[config.mk]
export PLATFORM = sky130hd
export DESIGN_NAME = rx_packet_status_counters
export DESIGN_NICKNAME = d
export VERILOG_FILES = /design/src/rx_stat_pkg.sv /design/src/rx_packet_status_counters.sv /design/src/snapshot_counter.sv
export SDC_FILE = /design/constraint.sdc
export NUM_CORES = 1
export LEC_CHECK = 0
export BUFFER_PORTS_ARGS = -buffer_cell sky130_fd_sc_hd__buf_2
export CORE_MARGIN = 5
export CORE_UTILIZATION = 38
export DETAILED_ROUTE_END_ITERATION = 16
export GPL_TIMING_DRIVEN = 0
export SYNTH_ARGS = -nofsm -noshare
export SYNTH_HDL_FRONTEND = slang
export SYNTH_SLANG_ARGS = --single-unit
[constraint.sdc]
create_clock -name sys_clk -period 1.82 [get_ports sys_clk]
set_input_delay 0.091 -clock sys_clk [delete_from_list [all_inputs] [get_ports sys_clk]]
set_output_delay 0.091 -clock sys_clk [all_outputs]
set_load 0.01 [all_outputs]
[src/rx_stat_pkg.sv]
// Purpose: shared constants for the receive packet status and counter block
// Assumes: byte-wide processor port, 10-bit register address
// Notes: offsets are byte addresses of the processor port

package rx_stat_pkg;

   // ***************************************************
   // widths
   // ***************************************************
   localparam int ADDR_W = 10;
   localparam int DATA_W = 8;
   localparam int CNT_W = 24;
   localparam int LEN_W = 16;
   localparam int EVT_W = 8;

   // ***************************************************
   // register offsets
   // ***************************************************
   localparam logic [ADDR_W-1:0] ADDR_LIVE_STATUS = 10'h104;
   localparam logic [ADDR_W-1:0] ADDR_LATCHED_STATUS = 10'h105;
   localparam logic [ADDR_W-1:0] ADDR_IRQ_ENABLE = 10'h106;
   localparam logic [ADDR_W-1:0] ADDR_GOOD_B0 = 10'h108;
   localparam logic [ADDR_W-1:0] ADDR_GOOD_B1 = 10'h109;
   localparam logic [ADDR_W-1:0] ADDR_GOOD_B2 = 10'h10a;
   localparam logic [ADDR_W-1:0] ADDR_CRC_B0 = 10'h10c;
   localparam logic [ADDR_W-1:0] ADDR_CRC_B1 = 10'h10d;
   localparam logic [ADDR_W-1:0] ADDR_CRC_B2 = 10'h10e;
   localparam logic [ADDR_W-1:0] ADDR_ABORT_B0 = 10'h110;
   localparam logic [ADDR_W-1:0] ADDR_ABORT_B1 = 10'h111;
   localparam logic [ADDR_W-1:0] ADDR_ABORT_B2 = 10'h112;
   localparam logic [ADDR_W-1:0] ADDR_SNAP_TRIGGER = 10'h120;
   localparam logic [ADDR_W-1:0] ADDR_SNAP_STATUS = 10'h121;

   // ***************************************************
   // field positions
   // ***************************************************
   localparam int BIT_CRC_EVT = 7;
   localparam int BIT_ABORT_EVT = 6;
   localparam int BIT_FRAC_EVT = 5;
   localparam int BIT_UNDER_EVT = 4;
   localparam int BIT_OVER_EVT = 3;
   localparam int BIT_CRC_CNT = 2;
   localparam int BIT_ABORT_CNT = 1;
   localparam int BIT_SIZE_CNT = 0;
   localparam int BIT_SNAP = 0;
   localparam int BYTE0_LSB = 0;
   localparam int BYTE1_LSB = 8;
   localparam int BYTE2_LSB = 16;

   // ***************************************************
   // reset values
   // ***************************************************
   localparam logic [DATA_W-1:0] RESET_BYTE = 8'h00;
   localparam logic [CNT_W-1:0] RESET_CNT = 24'h00_0000;
   localparam logic [LEN_W-1:0] RESET_LEN = 16'h0000;

endpackage

[src/rx_packet_status_counters.sv]
// Purpose: receive packet status, latched events, interrupt and packet counters
// Assumes: packet processor signals and processor port are on sys_clk
// Notes: latched status is write-one-to-clear; counters read their last snapshot
//
// Contract
// - size nonzero bit follows size count, read-only
// - bad FCS packet latches crc event bit
// - aborted packet latches abort event bit
// - non-whole-byte packet latches fractional event bit
// - short packet latches undersize event bit
// - long packet latches oversize event bit
// - count-nonzero latches set on rising edge only
// - enable bit per latched bit gates interrupt
// - 24-bit good packet count, three byte registers
// - discarded loopback or overflow packets still counted
// - good count counts chunks in clear channel
// - 24-bit FCS error packet count, three bytes
// - 24-bit aborted packet count, three bytes
// - errored and aborted bytes go to aborted bytes
// - low address low byte, high address high byte
// - trigger rising edge snapshots and restarts counters

`timescale 1ns/1ns

module rx_packet_status_counters (
   input wire logic sys_clk,
   input wire logic reset,
   input wire logic [rx_stat_pkg::ADDR_W-1:0] cpu_addr,
   input wire logic [rx_stat_pkg::DATA_W-1:0] cpu_wdata,
   input wire logic cpu_wr,
   input wire logic cpu_rd,
   output logic [rx_stat_pkg::DATA_W-1:0] cpu_rdata,
   input wire logic pkt_end,
   input wire logic pkt_abort,
   input wire logic pkt_crc_bad,
   input wire logic pkt_fractional,
   input wire logic pkt_undersize,
   input wire logic pkt_oversize,
   input wire logic pkt_discarded,
   input wire logic clear_channel_mode,
   input wire logic [rx_stat_pkg::LEN_W-1:0] pkt_len_bytes,
   output logic good_bytes_add,
   output logic aborted_bytes_add,
   output logic [rx_stat_pkg::LEN_W-1:0] bytes_add_len,
   output logic irq
);
   import rx_stat_pkg::*;

   // ***************************************************
   // declarations
   // ***************************************************
   logic [EVT_W-1:0] latched_status;
   logic [EVT_W-1:0] irq_enable;
   logic [EVT_W-1:0] set_bits;
   logic [EVT_W-1:0] clear_bits;
   logic [CNT_W-1:0] good_count;
   logic [CNT_W-1:0] crc_count;
   logic [CNT_W-1:0] abort_count;
   logic [CNT_W-1:0] size_count;
   logic snap_trigger;
   logic snap_trigger_prev;
   logic snap_pulse;
   logic snap_done;
   logic crc_count_nonzero;
   logic abort_count_nonzero;
   logic size_violation_count_nonzero;
   logic crc_nz_prev;
   logic abort_nz_prev;
   logic size_nz_prev;
   logic framed_end;
   logic size_any;
   logic is_abort;
   logic is_crc;
   logic is_size;
   logic is_good;
   logic good_inc;
   logic crc_inc;
   logic abort_inc;
   logic size_inc;
   logic [DATA_W-1:0] rx_live_status;
   logic [DATA_W-1:0] next_rdata;

   // ***************************************************
   // packet classification
   // ***************************************************
   // in clear channel mode no error checks run, every chunk is good
   assign framed_end = pkt_end & ~clear_channel_mode;
   assign size_any = pkt_fractional | pkt_undersize | pkt_oversize;

   // abort outranks FCS, FCS outranks size, so each packet lands in one count
   assign is_abort = framed_end & pkt_abort;
   assign is_crc = framed_end & ~pkt_abort & pkt_crc_bad;
   assign is_size = framed_end & ~pkt_abort & ~pkt_crc_bad & size_any;

   // discard after storage does not stop counting, pkt_discarded is ignored
   assign is_good = pkt_end & (clear_channel_mode | ~(pkt_abort | pkt_crc_bad | size_any));

   assign good_inc = is_good;
   assign crc_inc = is_crc;
   assign abort_inc = is_abort;
   assign size_inc = is_size;

   // ***************************************************
   // byte count steering
   // ***************************************************
   always_ff @(posedge sys_clk) begin
      if (reset) begin
         good_bytes_add <= 1'b0;
         aborted_bytes_add <= 1'b0;
         bytes_add_len <= RESET_LEN;
      end else begin
         good_bytes_add <= is_good;
         aborted_bytes_add <= is_abort | is_crc | is_size;
         bytes_add_len <= pkt_len_bytes;
      end
   end

   // ***************************************************
   // snapshot trigger
   // ***************************************************
   always_ff @(posedge sys_clk) begin
      if (reset) begin
         snap_trigger <= 1'b0;
      end else if (cpu_wr && cpu_addr == ADDR_SNAP_TRIGGER) begin
         snap_trigger <= cpu_wdata[BIT_SNAP];
      end
   end

   always_ff @(posedge sys_clk) begin
      if (reset) begin
         snap_trigger_prev <= 1'b0;
      end else begin
         snap_trigger_prev <= snap_trigger;
      end
   end

   // only the 0-to-1 edge copies; holding the bit high does nothing more
   assign snap_pulse = snap_trigger & ~snap_trigger_prev;

   // done follows the copy and drops when software returns the trigger to 0
   always_ff @(posedge sys_clk) begin
      if (reset) begin
         snap_done <= 1'b0;
      end else if (!snap_trigger) begin
         snap_done <= 1'b0;
      end else if (snap_pulse) begin
         snap_done <= 1'b1;
      end
   end

   // ***************************************************
   // packet counters
   // ***************************************************
   snapshot_counter good_counter (
      .sys_clk(sys_clk),
      .reset(reset),
      .count_en(good_inc),
      .snap(snap_pulse),
      .held(good_count)
   );

   snapshot_counter crc_error_counter (
      .sys_clk(sys_clk),
      .reset(reset),
      .count_en(crc_inc),
      .snap(snap_pulse),
      .held(crc_count)
   );

   snapshot_counter abort_counter (
      .sys_clk(sys_clk),
      .reset(reset),
      .count_en(abort_inc),
      .snap(snap_pulse),
      .held(abort_count)
   );

   // size count has no readable bytes here, it only drives the nonzero bit
   snapshot_counter size_counter (
      .sys_clk(sys_clk),
      .reset(reset),
      .count_en(size_inc),
      .snap(snap_pulse),
      .held(size_count)
   );

   // ***************************************************
   // live status
   // ***************************************************
   // nonzero bits follow the readable counts, so they agree with what is read
   assign crc_count_nonzero = |crc_count;
   assign abort_count_nonzero = |abort_count;
   assign size_violation_count_nonzero = |size_count;

   always_comb begin
      rx_live_status = RESET_BYTE;
      rx_live_status[BIT_CRC_CNT] = crc_count_nonzero;
      rx_live_status[BIT_ABORT_CNT] = abort_count_nonzero;
      rx_live_status[BIT_SIZE_CNT] = size_violation_count_nonzero;
   end

   always_ff @(posedge sys_clk) begin
      if (reset) begin
         crc_nz_prev <= 1'b0;
         abort_nz_prev <= 1'b0;
         size_nz_prev <= 1'b0;
      end else begin
         crc_nz_prev <= crc_count_nonzero;
         abort_nz_prev <= abort_count_nonzero;
         size_nz_prev <= size_violation_count_nonzero;
      end
   end

   // ***************************************************
   // latched status
   // ***************************************************
   always_comb begin
      set_bits = RESET_BYTE;
      set_bits[BIT_CRC_EVT] = framed_end & pkt_crc_bad;
      set_bits[BIT_ABORT_EVT] = framed_end & pkt_abort;
      set_bits[BIT_FRAC_EVT] = framed_end & pkt_fractional;
      set_bits[BIT_UNDER_EVT] = framed_end & pkt_undersize;
      set_bits[BIT_OVER_EVT] = framed_end & pkt_oversize;
      set_bits[BIT_CRC_CNT] = crc_count_nonzero & ~crc_nz_prev;
      set_bits[BIT_ABORT_CNT] = abort_count_nonzero & ~abort_nz_prev;
      set_bits[BIT_SIZE_CNT] = size_violation_count_nonzero & ~size_nz_prev;
   end

   always_comb begin
      clear_bits = RESET_BYTE;
      if (cpu_wr && cpu_addr == ADDR_LATCHED_STATUS) begin
         clear_bits = cpu_wdata;
      end
   end

   // write one clears; a set in the same cycle wins so no event is lost
   always_ff @(posedge sys_clk) begin
      if (reset) begin
         latched_status <= RESET_BYTE;
      end else begin
         latched_status <= (latched_status & ~clear_bits) | set_bits;
      end
   end

   // ***************************************************
   // interrupt enable and request
   // ***************************************************
   // software must hold the crc count enable low when frames carry no FCS
   always_ff @(posedge sys_clk) begin
      if (reset) begin
         irq_enable <= RESET_BYTE;
      end else if (cpu_wr && cpu_addr == ADDR_IRQ_ENABLE) begin
         irq_enable <= cpu_wdata;
      end
   end

   // registered so the pin is glitch free, at the cost of one cycle of lag
   always_ff @(posedge sys_clk) begin
      if (reset) begin
         irq <= 1'b0;
      end else begin
         irq <= |(latched_status & irq_enable);
      end
   end

   // ***************************************************
   // read path
   // ***************************************************
   always_comb begin
      next_rdata = RESET_BYTE;
      case (cpu_addr)
         ADDR_LIVE_STATUS: begin
            next_rdata = rx_live_status;
         end
         ADDR_LATCHED_STATUS: begin
            next_rdata = latched_status;
         end
         ADDR_IRQ_ENABLE: begin
            next_rdata = irq_enable;
         end
         ADDR_GOOD_B0: begin
            next_rdata = good_count[BYTE0_LSB +: DATA_W];
         end
         ADDR_GOOD_B1: begin
            next_rdata = good_count[BYTE1_LSB +: DATA_W];
         end
         ADDR_GOOD_B2: begin
            next_rdata = good_count[BYTE2_LSB +: DATA_W];
         end
         ADDR_CRC_B0: begin
            next_rdata = crc_count[BYTE0_LSB +: DATA_W];
         end
         ADDR_CRC_B1: begin
            next_rdata = crc_count[BYTE1_LSB +: DATA_W];
         end
         ADDR_CRC_B2: begin
            next_rdata = crc_count[BYTE2_LSB +: DATA_W];
         end
         ADDR_ABORT_B0: begin
            next_rdata = abort_count[BYTE0_LSB +: DATA_W];
         end
         ADDR_ABORT_B1: begin
            next_rdata = abort_count[BYTE1_LSB +: DATA_W];
         end
         ADDR_ABORT_B2: begin
            next_rdata = abort_count[BYTE2_LSB +: DATA_W];
         end
         ADDR_SNAP_TRIGGER: begin
            next_rdata[BIT_SNAP] = snap_trigger;
         end
         ADDR_SNAP_STATUS: begin
            next_rdata[BIT_SNAP] = snap_done;
         end
         default: begin
            next_rdata = RESET_BYTE;
         end
      endcase
   end

   // data holds after a read until the next read strobe
   always_ff @(posedge sys_clk) begin
      if (reset) begin
         cpu_rdata <= RESET_BYTE;
      end else if (cpu_rd) begin
         cpu_rdata <= next_rdata;
      end
   end

endmodule

[src/snapshot_counter.sv]
// Purpose: 24-bit live counter with a held copy taken on a snapshot pulse
// Assumes: count_en and snap are one-cycle pulses on sys_clk
// Notes: an event in the snapshot cycle starts the new interval

`timescale 1ns/1ns

module snapshot_counter (
   input wire logic sys_clk,
   input wire logic reset,
   input wire logic count_en,
   input wire logic snap,
   output logic [rx_stat_pkg::CNT_W-1:0] held
);
   import rx_stat_pkg::*;

   logic [CNT_W-1:0] live;

   // ***************************************************
   // live count, restarted by the snapshot
   // ***************************************************
   // the event in the snapshot cycle is kept, never lost between intervals
   always_ff @(posedge sys_clk) begin
      if (reset) begin
         live <= RESET_CNT;
      end else if (snap) begin
         live <= CNT_W'(count_en);
      end else if (count_en) begin
         live <= live + CNT_W'(1);
      end
   end

   // ***************************************************
   // readable copy
   // ***************************************************
   always_ff @(posedge sys_clk) begin
      if (reset) begin
         held <= RESET_CNT;
      end else if (snap) begin
         held <= live;
      end
   end

endmodule
# Word level (Yosys, flattened, before mapping)
# Cells that the tools add are included.
# word_totals
reg_bits	241
output_inout_bits	27
elab_cells	102
# op_classes
n_addsub	4
eq_ne	14
n_mux	11
n_bitwise	35
n_reduce_logical	13
# op_table
cell	count
== test 10 x 9 -> 1 bit, second input constant	14
adder 24 x 1 -> 24 bit, second input constant	4
case mux 7 bit (12 select lines)	1
OR reduction 24 bit	3
AND 8 bit	2
AND 1 bit	15
case mux 1 bit (14 select lines)	1
NOT 1 bit	9
2-to-1 mux 1 bit	8
2-to-1 mux 8 bit	1
NOT 8 bit	1
OR 8 bit	1
nonzero test 2 bit	4
OR reduction 8 bit	1
OR 1 bit	7
OR reduction 2 bit	2
logical AND 1 bit	3

# Logic depth before layout (Yosys ltp)
# logic_depth
word_depth	8
ltp_mapped	8
mapped_depth_nobuf	6

# By module
# A second synthesis with hierarchy kept.
# hier_totals
hier_cells	1164
area_unflattened_um2	10779.1
# modules_own_cells
mod	instances	cells_per_inst	area_each_um2
snapshot_counter	4	205	1959.4
rx_packet_status_counters	1	344	2941.6

# Worst setup path after synthesis
# Ideal clock, no wire load.
# synth_path
kind	reg2reg
from	register size_counter.live[5]
to	register size_counter.live[18]
setup_time_ps	128
t_arrival_ps	1460
t_required_ps	1692
slack_ps	232
stages_incl_launch_ff	7
path_buffers	1
synth_period_minus_slack_ps	1588
path_cell_list	dfxtp_1 and4_1 nand3_1 buf_2 nor4_2 xnor2_1 nor2_1
# synth_via
elab_chain_len	1
# synth_rtl
element	line	rtl
start: declaration	snapshot_counter.sv:16	logic [CNT_W-1:0] live;
start signal: assignment	snapshot_counter.sv:26	live <= CNT_W'(count_en);
start signal: assignment	snapshot_counter.sv:28	live <= live + CNT_W'(1);
adder 24 x 1 -> 24 bit	snapshot_counter.sv:28	
# Every way passes these cells.
# A chain may end at the register's enable or synchronous reset.

# Worst setup path in the final report
# layout_path
from	register size_counter.held[23] in the netlist's numbering
to	register cpu_rdata[0] in the netlist's numbering
# layout_via
elab_chain_len	2
# layout_rtl
element	line	rtl
start: declaration	snapshot_counter.sv:12	output logic [rx_stat_pkg::CNT_W-1:0] held
start signal: assignment	snapshot_counter.sv:39	held <= live;
OR reduction 24 bit	rx_packet_status_counters.sv:193	assign size_violation_count_nonzero = |size_count;
case mux 1 bit (14 select lines)	rx_packet_status_counters.sv:271	case (cpu_addr)
end signal: assignment	rx_packet_status_counters.sv:325	cpu_rdata <= next_rdata;
end: declaration	rx_packet_status_counters.sv:32	output logic [rx_stat_pkg::DATA_W-1:0] cpu_rdata,
# Every way passes these cells.

==> results <==
- The run finished with clean final reports.
- CTS saw 241 sinks.
- The commonest cells after synthesis are sky130_fd_sc_hd__nand2_1, sky130_fd_sc_hd__dfxtp_1, sky130_fd_sc_hd__a21oi_1, sky130_fd_sc_hd__nor2_1, sky130_fd_sc_hd__clkbuf_1.
- Multiplexer cells account for 2.13% of the synthesized area.
- The site row count is 60.
- The terminus of the critical flop-to-flop path is cpu_rdata[0]$_SDFFE_PP0P_.
- Between clock sinks in the finished design, the worst skew comes to 8.31 ps.
- After legalization and detailed placement, the total HPWL measured 21,900 um.
- In this run the standard cell core region covers 0.0270 mm^2.
- The endpoint of the worst setup timing path is cpu_rdata[0]$_SDFFE_PP0P_.
- Compared with the post-synthesis result, the final layout area differs by 21.8%.
- In this run the critical register-to-register path is launched from size_counter.held[23]$_SDFFE_PP0P_.
- The power density over the cells is 851 mW/mm^2.
- Headroom to the max-slew limit came out at 43.9%.
- For flop-to-flop paths, the worst setup slack is 4 ps.
- In the final routed layout, each cell accounts on average for 17.3 um.
- The cell taking the most area after synthesis is sky130_fd_sc_hd__dfxtp_1.
- The starting utilization of the core area is 38.7%.
- The leakage power total is 0.00436 uW.
- The congestion estimate from routability-driven global placement came to 0.942.
- The Yosys warning count is 0.
- The detail route stage leaves a number of antenna-violating nets equal to 0.
- The power share of the combinational group is 4.4%.
- The boundary pin count is 73.
- Counting along the longest clock path gives a buffer depth of 3.
- The number of different library cells used by synthesis comes to 71.
- In the synthesized netlist the dominant register cell turns out to be sky130_fd_sc_hd__dfxtp_1.
- The analysis attributes to net switching a power of 2480 uW.
- The number of cells traversed by the worst register-to-register path is 5.
- In this run, the clock network consumes 46.6% of the power.
- The internal portion of total power is 8370 uW.
- The first-pass GRT wire length is 48,600 um.
- The die covers 0.0310 mm^2.
- The synthesized netlist devotes 13.8% of its cell area to compound gates.
- Of all nets on the critical path, the largest fanout is 2.
- The share of total power in sequential cells is 49.1%.
- The worst path uses 99.8% of the clock period.
- Buffers inserted during clock tree synthesis total 27.
- For this run the aggregate overflow at the end of global routing stands at 0.
- Summing every instance area after synthesis gives 0.0105 mm^2.
- In this run the worst setup path begins at size_counter.held[23]$_SDFFE_PP0P_.
- Once placement finished, the instance area stood at 0.0112 mm^2.
- The top achievable clock speed is 0.551 GHz.
- The combinational family with the most area after synthesis is simple AND/OR/NAND/NOR gates.
- Entering global routing, the biggest net connects 13 pins.
- Setup violations remaining at the end of the flow were counted as 0.
- The iteration-0 DRC count of the detailed router is 707.
- The number of filler cells placed in the layout is 2,689.
- The cell count after synthesis is 1,267.
- Prior to clock tree synthesis, the placed netlist has a worst setup slack of -363 ps.
- From left edge to right edge, the die measures 176 um.
- The post-synthesis share of cell area spent on full adders, half adders and majority gates is 0.478%.
- The switching part of the total is 22.9%.
- The pre-antenna-repair detailed-routing pass consisted of 5 iterations.
- In this run, synthesis produced a sequential element count of 241.
- The via total after detailed routing is 9,538.
- Counting every net in the synthesized netlist gives 1,317.
- The number of nets in the layout is 1,462.
- The shortest period the worst path allows is 1820 ps.
- The number of max-cap violations is 0.
- The die height is 176 um.
- In the post-synthesis netlist, the cell with the most instances is sky130_fd_sc_hd__nand2_1.
- STA classifies the critical path startpoint as a flip-flop.
- TritonCTS built the clock tree.
- The slew at the pin with the worst max-slew slack is 839 ps.
- Across the VDD grid, the largest voltage drop is 0.617 mV.
- The worst path arrival time is 2220 ps.
- The cell area after layout is 0.0127 mm^2.
- The max-slew violation count is 0.
- The share of flip-flops with an asynchronous set or reset after synthesis is 0%.
- The sequential cells in the finished layout cover a total of 0.00485 mm^2.
- The mean post-synth cell area is 8.26 um^2.
- The number of levels the H-tree was split into is 1.
- The root buffer cell chosen for the clock tree is sky130_fd_sc_hd__clkbuf_16.
- The synthesized netlist devotes 28.7% of its cell area to simple gates.
- The final number of hold-violating endpoints was 0.
- The area share of the leading cell type in the synthesized netlist is 46.1%.
- The path class of the tightest hold or removal check is input port to flip-flop.
- The XOR/XNOR share of the synthesized area is 4.94%.
- The clock transition at the register clock pins on the worst setup and hold paths after CTS is 60 ps.
- The worst-skew pair later-pin latency is 520 ps.
- The worst setup path is captured at a flip-flop.
- The count of buffers inserted at the top-level ports is 71.
- In the routed layout, each cell is associated on average with a via count of 5.39.
- The fraction of final layout cells with drive strength greater than 1 is 16.2%.
- The number of global-route vias before repair is 9,102.
- The register area share after synthesis is 46.1%.
- The final worst slack is 4.44 ps.
- After detailed routing, the number of remaining DRC violations is 0.
- Yosys attributes the largest share of cell area to sky130_fd_sc_hd__dfxtp_1, sky130_fd_sc_hd__nand2_1, sky130_fd_sc_hd__a21oi_1.
- The antenna cell count is 0.
- The total wire length is 30,600 um.
- The critical path class is flip-flop to flip-flop.
- The initial antenna violation count came to 1.
- The data required time of the critical path is 2230 ps.
- Global routing used 19.1% of the available tracks.
- The synthesized design contains 0 enable-type register cells.
- The area used by multi-input combinational logic is 0.00544 mm^2.
worst max-delay path, cell delays in order (launching register included):
cell and delay [ps]:
sky130_fd_sc_hd__dfxtp_1 330, sky130_fd_sc_hd__nor4_1 360, sky130_fd_sc_hd__nand4_1 310, sky130_fd_sc_hd__o21ai_0 280
sky130_fd_sc_hd__a21boi_1 100, sky130_fd_sc_hd__o41a_1 310
worst min path at each step:
stage	depth (start not counted)	slack, ps	start	end
after floorplan	1	170	reset	snap_trigger_prev$_SDFF_PP0_
after global placement	2	300	pkt_len_bytes[4]	bytes_add_len[4]$_SDFF_PP0_
after detailed placement	2	310	pkt_len_bytes[7]	bytes_add_len[7]$_SDFF_PP0_
after CTS	5	50	clear_channel_mode	size_counter.live[2]$_SDFFE_PP0P_
after global routing	3	80	pkt_end	aborted_bytes_add$_SDFF_PP0_
final	5	80	clear_channel_mode	size_counter.live[2]$_SDFFE_PP0P_
layer usage:
metal	wire, um	up-vias	track usage, %
li1	-	4711	-
met1	14500	4454	26.5
met2	13200	299	30.4
met3	1910	72	3.73
met4	995	2	5.69
met5	20	-	0
per-stage QoR:
stage	hold slack [ps]	setup TNS, ps	util, %	instances	total power, uW
global route	78.5	-87.5	47.2	1771	11200
finish	75.6	0	47.2	1771	10900
floorplan	171	0	-	1267	5650
detailed placement	308	-20050	41.6	1679	5850
global placement	303	-19820	41.6	1679	5850
CTS	51.0	0	45.9	1757	11000
state kept, by name, summed over array words and instances, names as in the netlist, 16 cells and up:
| signal | count |
|---|---|
| abort_counter.held | 24 |
| crc_error_counter.held | 24 |
| abort_counter.live | 24 |
| size_counter.live | 24 |
| crc_error_counter.live | 24 |
| good_counter.held | 24 |
| size_counter.held | 24 |
| bytes_add_len | 16 |
| good_counter.live | 24 |
power by group through the flow:
stage	Clock (uW)	Combinational (uW)	Sequential, uW
floorplan	0	202	5450
global placement	0	403	5450
detailed placement	0	406	5450
CTS	5180	459	5330
global route	5410	510	5330
finish	5050	475	5330
cells by family after synthesis:
kind of cell / after synthesis
flip-flops: 241
XOR/XNOR: 59
buffers and inverters: 96
AND/OR/NAND/NOR: 595
AO/OA/AOI/OAI: 250
adder cells (fa/ha/maj): 4
multiplexers: 22
cells in the final DEF, fill, tap and decap left out, drive strengths merged, types with 3 or more instances in the layout:
| cell type | n |
|---|---|
| dlygate4sd3 | 30 |
| clkinv | 6 |
| dfxtp | 241 |
| xor2 | 11 |
| nand4 | 25 |
| and4 | 11 |
| a211oi | 3 |
| xnor2 | 48 |
| mux2i | 20 |
| o31ai | 5 |
| a21oi | 146 |
| clkbuf | 88 |
| buf | 109 |
| a22o | 3 |
| o21ai | 37 |
| nand2b | 7 |
| nor3b | 4 |
| or3 | 31 |
| inv | 22 |
| o22ai | 8 |
| nor4b | 4 |
| and2 | 6 |
| a22oi | 22 |
| nor4 | 38 |
| nor2 | 94 |
| nand3 | 43 |
| and3 | 8 |
| nand2 | 262 |
| or4 | 4 |
| nor2b | 29 |
| nor3 | 20 |
| ha | 4 |
| a2bb2oi | 7 |
what timing repair did:
| action | 4_1_cts | 5_1_grt |
|---|---|---|
| pin swaps | 2 | 20 |
| hold buffers | 31 | 0 |
| gates cloned | 0 | 1 |
| endpoints found under the setup margin | 123 | 110 |
| resized for setup | 13 | 86 |
| hold endpoints to repair | 39 | 0 |
| setup buffers | 1 | 13 |
area by class of cell:
class,instances,area share (%)
well taps,341,3.35
flip-flops and latches,241,38.1
multi-input cells,931,42.6
clock inverters,8,0.383
repair buffers,116,6.19
inverters,22,0.648
clock buffers,39,5.97
plain buffers,73,2.74
(Power assumes the default switching activity.)
